[src/hw/rrse_pkg.sv]
// Constants shared by the rotate, return and subtract execution block
// Summary of operation
// - Rotate-left: N from result bit 7, C from old bit 7, V = N xor C.
// - Rotate-right: shift toward bit 0, old C into bit 7, old bit 0 into C.
// - Rotate-right: V = N xor C after rotation; 2 or 6 cycles.
// - Rotates and subtracts set N and Z from result; H and I untouched.
// - Return-from-interrupt, 10 cycles, pulls seven bytes with pre-incremented stack pointer.
// - Return-from-interrupt restores all flags; I cleared only if stacked I is zero.
// - Return-from-subroutine, 5 cycles, pulls program counter high then low; flags untouched.
// - Subtract B from A, 2 cycles, result into A, B untouched.
// - Subtract B from A overflow: A7 !B7 !R7 or !A7 B7 R7.
// - Subtract B from A borrow: !A7 B7 or B7 R7 or R7 !A7.
// - Subtract with borrow carry: !X7 M7 or M7 R7 or R7 !X7.
// - Subtract with borrow overflow: X7 !M7 R7 or !X7 M7 R7.
package rrse_pkg;
  // Opcodes
  localparam logic [7:0] RRSE_OP_RTI      = 8'h3B;
  localparam logic [7:0] RRSE_OP_RTS      = 8'h39;
  localparam logic [7:0] RRSE_OP_SBA      = 8'h10;
  localparam logic [3:0] RRSE_LO_ROL      = 4'h9;
  localparam logic [3:0] RRSE_LO_ROR      = 4'h6;
  localparam logic [3:0] RRSE_LO_SBC      = 4'h2;
  // Cycle counts
  localparam logic [3:0] RRSE_CYC_ACC     = 4'h2;
  localparam logic [3:0] RRSE_CYC_ROT_MEM = 4'h6;
  localparam logic [3:0] RRSE_CYC_RTI     = 4'hA;
  localparam logic [3:0] RRSE_CYC_RTS     = 4'h5;
  localparam logic [3:0] RRSE_CYC_DIR     = 4'h3;
  localparam logic [3:0] RRSE_CYC_EXT     = 4'h4;
  // Steps inside an instruction
  localparam logic [3:0] RRSE_STEP_RD     = 4'h2;
  localparam logic [3:0] RRSE_STEP_WR     = 4'h4;
  localparam logic [3:0] RRSE_STEP_PULL_LAST_RTI = 4'h7;
  localparam logic [3:0] RRSE_STEP_PULL_LAST_RTS = 4'h2;
  // Condition code bit positions
  localparam int RRSE_CC_C = 0;
  localparam int RRSE_CC_V = 1;
  localparam int RRSE_CC_Z = 2;
  localparam int RRSE_CC_N = 3;
  localparam int RRSE_CC_I = 4;
  localparam logic [7:0] RRSE_CC_ONES     = 8'hC0;
  localparam logic [7:0] RRSE_CC_RESET    = 8'hD0;
  // Read tags: stack pulls in stack order, then the operand read
  localparam logic [2:0] RRSE_TAG_CC      = 3'h0;
  localparam logic [2:0] RRSE_TAG_B       = 3'h1;
  localparam logic [2:0] RRSE_TAG_A       = 3'h2;
  localparam logic [2:0] RRSE_TAG_IXH     = 3'h3;
  localparam logic [2:0] RRSE_TAG_IXL     = 3'h4;
  localparam logic [2:0] RRSE_TAG_PCH     = 3'h5;
  localparam logic [2:0] RRSE_TAG_PCL     = 3'h6;
  localparam logic [2:0] RRSE_TAG_OPND    = 3'h7;
  // Register word indexes (byte address is four times these)
  localparam logic [3:0] RRSE_REG_ACC     = 4'h0;
  localparam logic [3:0] RRSE_REG_IDX     = 4'h1;
  localparam logic [3:0] RRSE_REG_PC      = 4'h2;
  localparam logic [3:0] RRSE_REG_SP      = 4'h3;
  localparam logic [3:0] RRSE_REG_CCR     = 4'h4;
  localparam logic [3:0] RRSE_REG_CMD     = 4'h5;
  localparam logic [3:0] RRSE_REG_STAT    = 4'h6;
  localparam logic [15:0] RRSE_SP_RESET   = 16'h0000;
  typedef enum logic {RRSE_IDLE, RRSE_RUN} rrse_state_e;
endpackage

[src/hw/rrse_exec.sv]
// Execution unit for rotate, return and subtract instructions with an Avalon-MM register port
//
// Register access over Avalon-MM and the placing of the registers were left to the implementer.
`timescale 1ns/1ps
`default_nettype none
module rrse_exec
  import rrse_pkg::*;
(
  input  wire logic        clk_sys_i,
  input  wire logic        rst_b_i,
  input  wire logic [3:0]  avs_address_i,
  input  wire logic        avs_read_i,
  input  wire logic        avs_write_i,
  input  wire logic [31:0] avs_writedata_i,
  output logic      [31:0] avs_readdata_o,
  output logic             avs_waitrequest_o,
  output logic      [15:0] mem_addr_o,
  output logic             mem_rd_o,
  output logic             mem_wr_o,
  output logic      [7:0]  mem_wdata_o,
  input  wire logic [7:0]  mem_rdata_i,
  output logic             busy_o
);

  // Effective address shared by every memory form
  function automatic logic [15:0] eff_addr(input logic [1:0] mode, input logic [7:0] hi,
                                           input logic [7:0] lo, input logic [15:0] ix);
    logic [15:0] a;
    a = {hi, lo};
    if (mode == 2'b01) begin
      a = {8'h00, lo};
    end else if (mode == 2'b10) begin
      a = ix + {8'h00, lo};
    end
    return a;
  endfunction

  rrse_state_e state;
  logic [3:0]  step;
  logic [7:0]  op;
  logic [7:0]  arg_hi;
  logic [7:0]  arg_lo;
  logic [7:0]  first_accumulator;
  logic [7:0]  second_accumulator;
  logic [7:0]  index_high_byte;
  logic [7:0]  index_low_byte;
  logic [7:0]  program_counter_high;
  logic [7:0]  program_counter_low;
  logic [15:0] stack_ptr;
  logic [7:0]  condition_code_register;
  logic [7:0]  opnd;
  logic [2:0]  rd_tag;
  logic        illegal;

  // Decode
  wire logic       is_rol   = (op[3:0] == RRSE_LO_ROL) && (op[7:6] == 2'b01);
  wire logic       is_ror   = (op[3:0] == RRSE_LO_ROR) && (op[7:6] == 2'b01);
  wire logic       is_rot   = is_rol | is_ror;
  wire logic       rot_mem  = is_rot & op[5];
  wire logic       is_sbc   = (op[3:0] == RRSE_LO_SBC) && op[7];
  wire logic       sbc_mem  = is_sbc & (op[5:4] != 2'b00);
  wire logic       is_sba   = (op == RRSE_OP_SBA);
  wire logic       is_rti   = (op == RRSE_OP_RTI);
  wire logic       is_rts   = (op == RRSE_OP_RTS);
  wire logic       sel_b    = is_sbc ? op[6] : op[4];
  wire logic [1:0] rot_mode = op[4] ? 2'b11 : 2'b10;
  wire logic [1:0] mem_mode = is_sbc ? op[5:4] : rot_mode;
  wire logic [15:0] ea      = eff_addr(mem_mode, arg_hi, arg_lo, {index_high_byte, index_low_byte});

  wire logic [3:0] sbc_cyc  = (op[5:4] == 2'b00) ? RRSE_CYC_ACC :
                              (op[5:4] == 2'b01) ? RRSE_CYC_DIR : RRSE_CYC_EXT;
  wire logic [3:0] cyc      = rot_mem ? RRSE_CYC_ROT_MEM :
                              is_rti  ? RRSE_CYC_RTI :
                              is_rts  ? RRSE_CYC_RTS :
                              is_sbc  ? sbc_cyc : RRSE_CYC_ACC;
  wire logic       legal    = is_rot | is_sbc | is_sba | is_rti | is_rts;
  wire logic       last     = (step == cyc - 4'h1);

  // Sequencing of memory cycles
  wire logic issue_pull = (is_rti && step >= 4'h1 && step <= RRSE_STEP_PULL_LAST_RTI) ||
                          (is_rts && step >= 4'h1 && step <= RRSE_STEP_PULL_LAST_RTS);
  wire logic issue_rd   = (rot_mem && step == RRSE_STEP_RD) ||
                          (sbc_mem && step == cyc - 4'h2);
  wire logic issue_wr   = rot_mem && (step == RRSE_STEP_WR);
  wire logic [2:0] pull_tag = is_rti ? step[2:0] - 3'h1 : step[2:0] + 3'h4;
  wire logic [15:0] sp_inc  = stack_ptr + 16'h0001;

  // Arithmetic
  wire logic [7:0] acc_sel  = sel_b ? second_accumulator : first_accumulator;
  wire logic [7:0] rot_src  = rot_mem ? opnd : acc_sel;
  wire logic       c_old    = condition_code_register[RRSE_CC_C];
  wire logic [7:0] rol_res  = {rot_src[6:0], c_old};
  wire logic [7:0] ror_res  = {c_old, rot_src[7:1]};
  wire logic       rot_c    = is_rol ? rot_src[7] : rot_src[0];
  wire logic [7:0] sub_x    = is_sba ? first_accumulator : acc_sel;
  wire logic [7:0] sub_m    = is_sba ? second_accumulator : (sbc_mem ? mem_rdata_i : arg_lo);
  wire logic [7:0] sub_res  = sub_x - sub_m - {7'h00, is_sbc & c_old};
  wire logic       x7       = sub_x[7];
  wire logic       m7       = sub_m[7];
  wire logic       r7s      = sub_res[7];
  wire logic       sub_c    = (~x7 & m7) | (m7 & r7s) | (r7s & ~x7);
  wire logic       sba_v    = (x7 & ~m7 & ~r7s) | (~x7 & m7 & r7s);
  wire logic       sbc_v    = (x7 & ~m7 & r7s) | (~x7 & m7 & r7s);
  wire logic [7:0] res      = is_rol ? rol_res : (is_ror ? ror_res : sub_res);
  wire logic       res_c    = is_rot ? rot_c : sub_c;
  wire logic       res_v    = is_rot ? (res[7] ^ rot_c) : (is_sba ? sba_v : sbc_v);
  wire logic       commit   = (state == RRSE_RUN) &&
                              ((last && !rot_mem && !is_rti && !is_rts) || issue_wr);
  // H and I keep their values; only N, Z, V, C move
  wire logic [7:0] cc_arith = {condition_code_register[7:4], res[7], (res == 8'h00), res_v, res_c};

  // Register port
  wire logic        req      = avs_read_i | avs_write_i;
  wire logic        blocked  = avs_write_i && (state == RRSE_RUN);  // Writes wait out a running instruction
  wire logic        wr_take  = avs_write_i && !avs_waitrequest_o;
  wire logic        start    = wr_take && (avs_address_i == RRSE_REG_CMD);
  wire logic [31:0] rd_mux   =
    (avs_address_i == RRSE_REG_ACC)  ? {16'h0000, second_accumulator, first_accumulator} :
    (avs_address_i == RRSE_REG_IDX)  ? {16'h0000, index_high_byte, index_low_byte} :
    (avs_address_i == RRSE_REG_PC)   ? {16'h0000, program_counter_high, program_counter_low} :
    (avs_address_i == RRSE_REG_SP)   ? {16'h0000, stack_ptr} :
    (avs_address_i == RRSE_REG_CCR)  ? {24'h00_0000, condition_code_register} :
    (avs_address_i == RRSE_REG_CMD)  ? {8'h00, arg_hi, arg_lo, op} :
    (avs_address_i == RRSE_REG_STAT) ? {30'h0000_0000, illegal, state == RRSE_RUN} : 32'h0000_0000;
  wire logic        wr_acc   = wr_take && (avs_address_i == RRSE_REG_ACC);
  wire logic        wr_idx   = wr_take && (avs_address_i == RRSE_REG_IDX);
  wire logic        wr_pc    = wr_take && (avs_address_i == RRSE_REG_PC);
  wire logic        wr_sp    = wr_take && (avs_address_i == RRSE_REG_SP);
  wire logic        wr_cc    = wr_take && (avs_address_i == RRSE_REG_CCR);
  wire logic        pulled   = mem_rd_o && (state == RRSE_RUN);

  // Bus handshake: one wait cycle, more for a write blocked by a running instruction, then a single-cycle acknowledge
  always_ff @(posedge clk_sys_i or negedge rst_b_i) begin
    if (!rst_b_i) begin
      avs_waitrequest_o <= 1'b1;
      avs_readdata_o    <= 32'h0000_0000;
    end else begin
      avs_waitrequest_o <= !(avs_waitrequest_o && req && !blocked);
      if (avs_waitrequest_o && avs_read_i) begin
        avs_readdata_o <= rd_mux;
      end
    end
  end

  // Sequencer
  always_ff @(posedge clk_sys_i or negedge rst_b_i) begin
    if (!rst_b_i) begin
      state   <= RRSE_IDLE;
      step    <= 4'h0;
      op      <= 8'h00;
      arg_hi  <= 8'h00;
      arg_lo  <= 8'h00;
      illegal <= 1'b0;
      busy_o  <= 1'b0;
    end else if (state == RRSE_IDLE) begin
      step <= 4'h0;
      if (start) begin
        op      <= avs_writedata_i[7:0];
        arg_lo  <= avs_writedata_i[15:8];
        arg_hi  <= avs_writedata_i[23:16];
        state   <= RRSE_RUN;
        busy_o  <= 1'b1;
        illegal <= 1'b0;
      end
    end else if (!legal) begin
      // Unknown opcodes end at once and leave state untouched
      state   <= RRSE_IDLE;
      busy_o  <= 1'b0;
      illegal <= 1'b1;
    end else if (last) begin
      state  <= RRSE_IDLE;
      busy_o <= 1'b0;
    end else begin
      step <= step + 4'h1;
    end
  end

  // Memory port
  always_ff @(posedge clk_sys_i or negedge rst_b_i) begin
    if (!rst_b_i) begin
      mem_addr_o  <= 16'h0000;
      mem_rd_o    <= 1'b0;
      mem_wr_o    <= 1'b0;
      mem_wdata_o <= 8'h00;
      rd_tag      <= RRSE_TAG_CC;
    end else begin
      mem_rd_o <= 1'b0;
      mem_wr_o <= 1'b0;
      if (state == RRSE_RUN && legal) begin
        if (issue_pull) begin
          mem_addr_o <= sp_inc;
          mem_rd_o   <= 1'b1;
          rd_tag     <= pull_tag;
        end else if (issue_rd) begin
          mem_addr_o <= ea;
          mem_rd_o   <= 1'b1;
          rd_tag     <= RRSE_TAG_OPND;
        end else if (issue_wr) begin
          mem_addr_o  <= ea;
          mem_wr_o    <= 1'b1;
          mem_wdata_o <= res;
        end
      end
    end
  end

  // Stack pointer rises before each pull
  always_ff @(posedge clk_sys_i or negedge rst_b_i) begin
    if (!rst_b_i) begin
      stack_ptr <= RRSE_SP_RESET;
    end else if (wr_sp) begin
      stack_ptr <= avs_writedata_i[15:0];
    end else if (state == RRSE_RUN && legal && issue_pull) begin
      stack_ptr <= sp_inc;
    end
  end

  // Operand latch for read-modify-write
  always_ff @(posedge clk_sys_i or negedge rst_b_i) begin
    if (!rst_b_i) begin
      opnd <= 8'h00;
    end else if (pulled && rd_tag == RRSE_TAG_OPND) begin
      opnd <= mem_rdata_i;
    end
  end

  // Accumulators
  always_ff @(posedge clk_sys_i or negedge rst_b_i) begin
    if (!rst_b_i) begin
      first_accumulator  <= 8'h00;
      second_accumulator <= 8'h00;
    end else if (wr_acc) begin
      first_accumulator  <= avs_writedata_i[7:0];
      second_accumulator <= avs_writedata_i[15:8];
    end else if (pulled && rd_tag == RRSE_TAG_A) begin
      first_accumulator <= mem_rdata_i;
    end else if (pulled && rd_tag == RRSE_TAG_B) begin
      second_accumulator <= mem_rdata_i;
    end else if (commit && !rot_mem) begin
      // Subtract B from A never writes B
      if (sel_b && !is_sba) begin
        second_accumulator <= res;
      end else begin
        first_accumulator <= res;
      end
    end
  end

  // Index and program counter
  always_ff @(posedge clk_sys_i or negedge rst_b_i) begin
    if (!rst_b_i) begin
      index_high_byte      <= 8'h00;
      index_low_byte       <= 8'h00;
      program_counter_high <= 8'h00;
      program_counter_low  <= 8'h00;
    end else begin
      if (wr_idx) begin
        index_high_byte <= avs_writedata_i[15:8];
        index_low_byte  <= avs_writedata_i[7:0];
      end else if (pulled && rd_tag == RRSE_TAG_IXH) begin
        index_high_byte <= mem_rdata_i;
      end else if (pulled && rd_tag == RRSE_TAG_IXL) begin
        index_low_byte <= mem_rdata_i;
      end
      if (wr_pc) begin
        program_counter_high <= avs_writedata_i[15:8];
        program_counter_low  <= avs_writedata_i[7:0];
      end else if (pulled && rd_tag == RRSE_TAG_PCH) begin
        program_counter_high <= mem_rdata_i;
      end else if (pulled && rd_tag == RRSE_TAG_PCL) begin
        program_counter_low <= mem_rdata_i;
      end
    end
  end

  // Condition codes; a return from subroutine never reaches here
  always_ff @(posedge clk_sys_i or negedge rst_b_i) begin
    if (!rst_b_i) begin
      condition_code_register <= RRSE_CC_RESET;
    end else if (wr_cc) begin
      condition_code_register <= avs_writedata_i[7:0] | RRSE_CC_ONES;
    end else if (pulled && rd_tag == RRSE_TAG_CC) begin
      // Stacked I copied as is, so I clears only when it was stacked as zero
      condition_code_register <= mem_rdata_i | RRSE_CC_ONES;
    end else if (commit) begin
      condition_code_register <= cc_arith;
    end
  end

endmodule
`default_nettype wire

[config.mk]
export PLATFORM = sky130hd
export DESIGN_NAME = rrse_exec
export DESIGN_NICKNAME = d
export VERILOG_FILES = /design/src/hw/rrse_pkg.sv /design/src/hw/rrse_exec.sv
export SDC_FILE = /design/constraint.sdc
export NUM_CORES = 1
export LEC_CHECK = 0
export BUFFER_PORTS_ARGS = -buffer_cell sky130_fd_sc_hd__buf_2
export CAP_MARGIN = 0
export CELL_PAD_IN_SITES_DETAIL_PLACEMENT = 2
export CELL_PAD_IN_SITES_GLOBAL_PLACEMENT = 2
export CORE_MARGIN = 2
export CORE_UTILIZATION = 37
export DETAILED_ROUTE_END_ITERATION = 10
export PLACE_DENSITY = 0.89
export SYNTH_ARGS = -nofsm -noshare
export SYNTH_HDL_FRONTEND = slang
export SYNTH_SLANG_ARGS = --single-unit
[constraint.sdc]
create_clock -name clk_sys_i -period 5.2 [get_ports clk_sys_i]
set_clock_uncertainty 0.05 [all_clocks]
set_input_delay 0.26 -clock clk_sys_i [delete_from_list [all_inputs] [get_ports clk_sys_i]]
set_output_delay 0.26 -clock clk_sys_i [all_outputs]
set_load 0.01 [all_outputs]
==> results.toml <==
[status]
status = "finished, final reports clean"

[setup_path]
worst-setup-path-type = "reg2reg"
cpMaxStageDelayCell = "nor3_4"
r2r_cells = 16
crit_chain = "or3b_1 > nor3_4 > mux2i_1 > o21ai_0 > fa_1 > inv_1 > fa_1 > nand2b_1 > a221o_1 > a21oi_1 > xnor2_1 > a221oi_2 > buf_4 > nor2b_1 > nand4_1 > o21ai_1"
cp.arrival_ns = 5.22
cp.depth = 16
required_ns = 5.53
cpMostUsedCell = "fa_1"
crit_path_end_kind = "flop"
cpPeakStageDelay_ns = 0.58
crit_family = "simple AND/OR/NAND/NOR gates"
critPathMaxFanout = 10
cp.buffers_inverters = 2
startpoint_type = "flop"

[logic_synthesis]
synth_top_area_cell = "dfrtp_1"
yosysWarnings = 0
seq_area_frac_synth_pct = 37.4
synthArstFlopShare_pct = 100
yosys.cell_types.count = 92
postSynthCellCount = 1253
synth_edf_count = 0
synth-main-ff-cell = "dfrtp_1"
syn_area_um2 = 11000
synth_top_area_share_pct = 36.7
synth_area_leaders = "dfrtp_1 37%, mux2i_1 5.7%, nand2_1 5.6%"
syn-mean-instance-area_um2 = 8.77
synth-seq-cells = 164

[drt]
firstDrtPassIters = 7
totalWireLength_um = 50600
postRouteAntennaNets = 0
drt_iter0_markers = 1113
viasPerCell = 6.35
vias = 10900
wl_per_cell_um = 29.5
drcViolationCount = 0

[power]
power.internal_mw = 3.43
p_leak_nw = 5.28
power_density_nw_per_um2 = 510
power_frac_comb_pct = 46.1
p_clk_share_pct = 22.5
pwr-share-seq_pct = 31.4
swShare_pct = 46.1
vdd_drop_max_mv = 0.264
p_switching_mw = 2.93

[clocking]
clk_pin_slew_ns = 0.08
post_cts_buffers = 0
numCtsBuffers = 17
cts_max_level = 4
cts_root_buf = "clkbuf_16"
cts_buffer_depth = 2
postCtsResizedCells = 0
clk_latency_ns = 0.46
cts_sinks = 164
holdBufCountCts = 8
tritoncts = "built"

[timing]
finalHoldViolCount = 0
tightest_slew_ns = 1.41
hold_ws_ns = 0.00664
period_share_pct = 94.1
fin_crit_ns = 4.89
setup_viol = 0
setup_tns_ns = 0
slew_headroom_pct = 5.71
drv_slew = 0
clock.fmax_ghz = 0.204
rsz0062_at_grt = "no"

[worst_hold_path]
hp-class = "in2reg"
hold_path_depth = 2

[global_route]
grt_max_degree = 74
antenna_found_initial = 1
globalRoute.totalOverflow = 0
grt_pass1_wl_um = 76400
track_usage_pct = 33.3
first_global_vias = 12000

[die]
num_rows = 63
die_h_um = 176
dieArea_um2 = 31100
core_area_um2 = 29500
boundaryPins = 108
start_util_pct = 37.3
die_w_um = 176

[cells_and_area]
syn_to_final_growth_pct = 13.2
largest_register_ffs = 24
fin_nets = 1390
top_regs = "avs_readdata_o: 24 flops, mem_addr_o: 16 flops, stack_ptr: 16 flops"
top_register = "avs_readdata_o"
final_cells = 1714
drive_above_1_share_pct = 17.5
n_fill_cell = 3276
fin_area_um2 = 12400

[run]
maxCapViolations = 0

[placed_design]
dp_hpwl_um = 34300
dp.cells = 1673
dpl-instance-area_um2 = 11700
port-buffer-count = 91
gp_congestion = 0.983
==> power groups by stage <==
stage	registers (mW)	logic (mW)	clock network (mW)
after global placement	1.94	2.59	0
after global routing	1.99	3.12	1.48
after detailed placement	1.97	2.77	0
after floorplan	1.72	1.87	0
final	2.00	2.93	1.43
after CTS	1.96	2.88	1.43
==> stage by stage <==
stage / total power [mW] / util, % / setup slack [ns]
after global placement: 4.53 / 39.8 / 0.685
final: 6.35 / 42.2 / 0.308
after detailed placement: 4.74 / 39.8 / 0.529
after global routing: 6.59 / 42.2 / 0.0893
after CTS: 6.26 / 42.2 / 0.327
after floorplan: 3.60 / - / 1.11
==> final timing paths <==
kind / startpoint / end / slack, ns
min in group asynchronous: rst_b_i / index_high_byte[2] / 0.36
min: avs_writedata_i[21] / arg_hi[5] / 0.007
max reg2reg: op[0] / condition_code_register[2] / 0.31
max in group asynchronous: rst_b_i / stack_ptr[11] / 3.49
max: op[0] / condition_code_register[2] / 0.31
min reg2reg: mem_addr_o[0] / mem_addr_o[0] / 0.43
==> placed cells by master, fill, tap and decap left out, types with 12 or more instances in the layout <==
master,n
buf_4,21
nand2b_1,16
dfrtp_1,161
nand3_1,28
ha_1,29
xor2_1,30
a31oi_1,20
mux2_2,43
nor2b_1,12
a21oi_1,96
nor2_1,119
inv_1,30
nand2_1,163
clkbuf_16,17
o21ai_0,107
mux2i_1,63
o211ai_1,13
buf_2,90
nor3_1,18
xnor2_1,28
==> layer usage <==
layer | up-vias | global-route usage (%) | part of all wire (%)
met4 | 2 | 17.4 | 5.3
li1 | 4558 | - | -
met5 | - | 1.12 | 0.091
met3 | 179 | 8.31 | 8.8
met1 | 5576 | 42.0 | 40
met2 | 568 | 52.7 | 46
==> cell type report <==
type | count | area [µm²] | area share (%)
Clock buffer | 17 | 425 | 3.42
Antenna cell | 1 | 2.50 | 0.0201
Clock inverter | 15 | 209 | 1.68
Timing Repair Buffer | 120 | 699 | 5.62
Tap cell | 390 | 488 | 3.92
Sequential cell | 164 | 4110 | 33.0
Inverter | 30 | 113 | 0.905
Multi-Input combinational cell | 977 | 6400 | 51.4
==> synthesized netlist by cell type, types with 6 or more instances <==
library cell / number
xnor2_1: 28
nand2_1: 163
ha_1: 29
a211oi_1: 6
xor2_1: 30
nor3_1: 19
mux2_2: 43
o211ai_1: 13
mux2i_1: 63
and3_1: 7
dfrtp_1: 161
nand2b_1: 16
o21ai_1: 6
o22ai_1: 9
or3_1: 9
clkbuf_1: 55
buf_4: 15
o221ai_1: 9
and2_1: 9
a22oi_1: 7
inv_1: 30
a21oi_1: 96
buf_1: 10
or2_2: 8
a221oi_1: 11
buf_2: 7
o21ai_0: 107
nor2b_1: 12
nand3_1: 28
a21o_1: 10
a31oi_1: 20
nor2_1: 119
==> cell families (layout without fill, tap and decap cells) <==
group / Yosys count / in the layout / synth area share [%]
buffers and inverters: 119 / 182 / 4.79
and+or+nand+nor: 426 / 426 / 18.4
xor gates and xnor gates: 59 / 59 / 4.84
DFF: 164 / 164 / 37.4
adders and majority gates: 32 / 32 / 3.85
AOI/OAI and AO/OA: 339 / 339 / 19.5
other: 1 / 9 / 0.0341
muxes: 113 / 113 / 11.2
==> worst register-to-register path: cells and delay by family, from the launching register on <==
kind	cells	cell delay, ns
flops	1	0.51
compound gates	5	1.25
fa+ha+maj	2	0.67
simple gates	5	1.75
mux	1	0.18
xor+xnor	1	0.13
buf+inv	2	0.29
No activity file was read; power rests on OpenSTA's default activity.
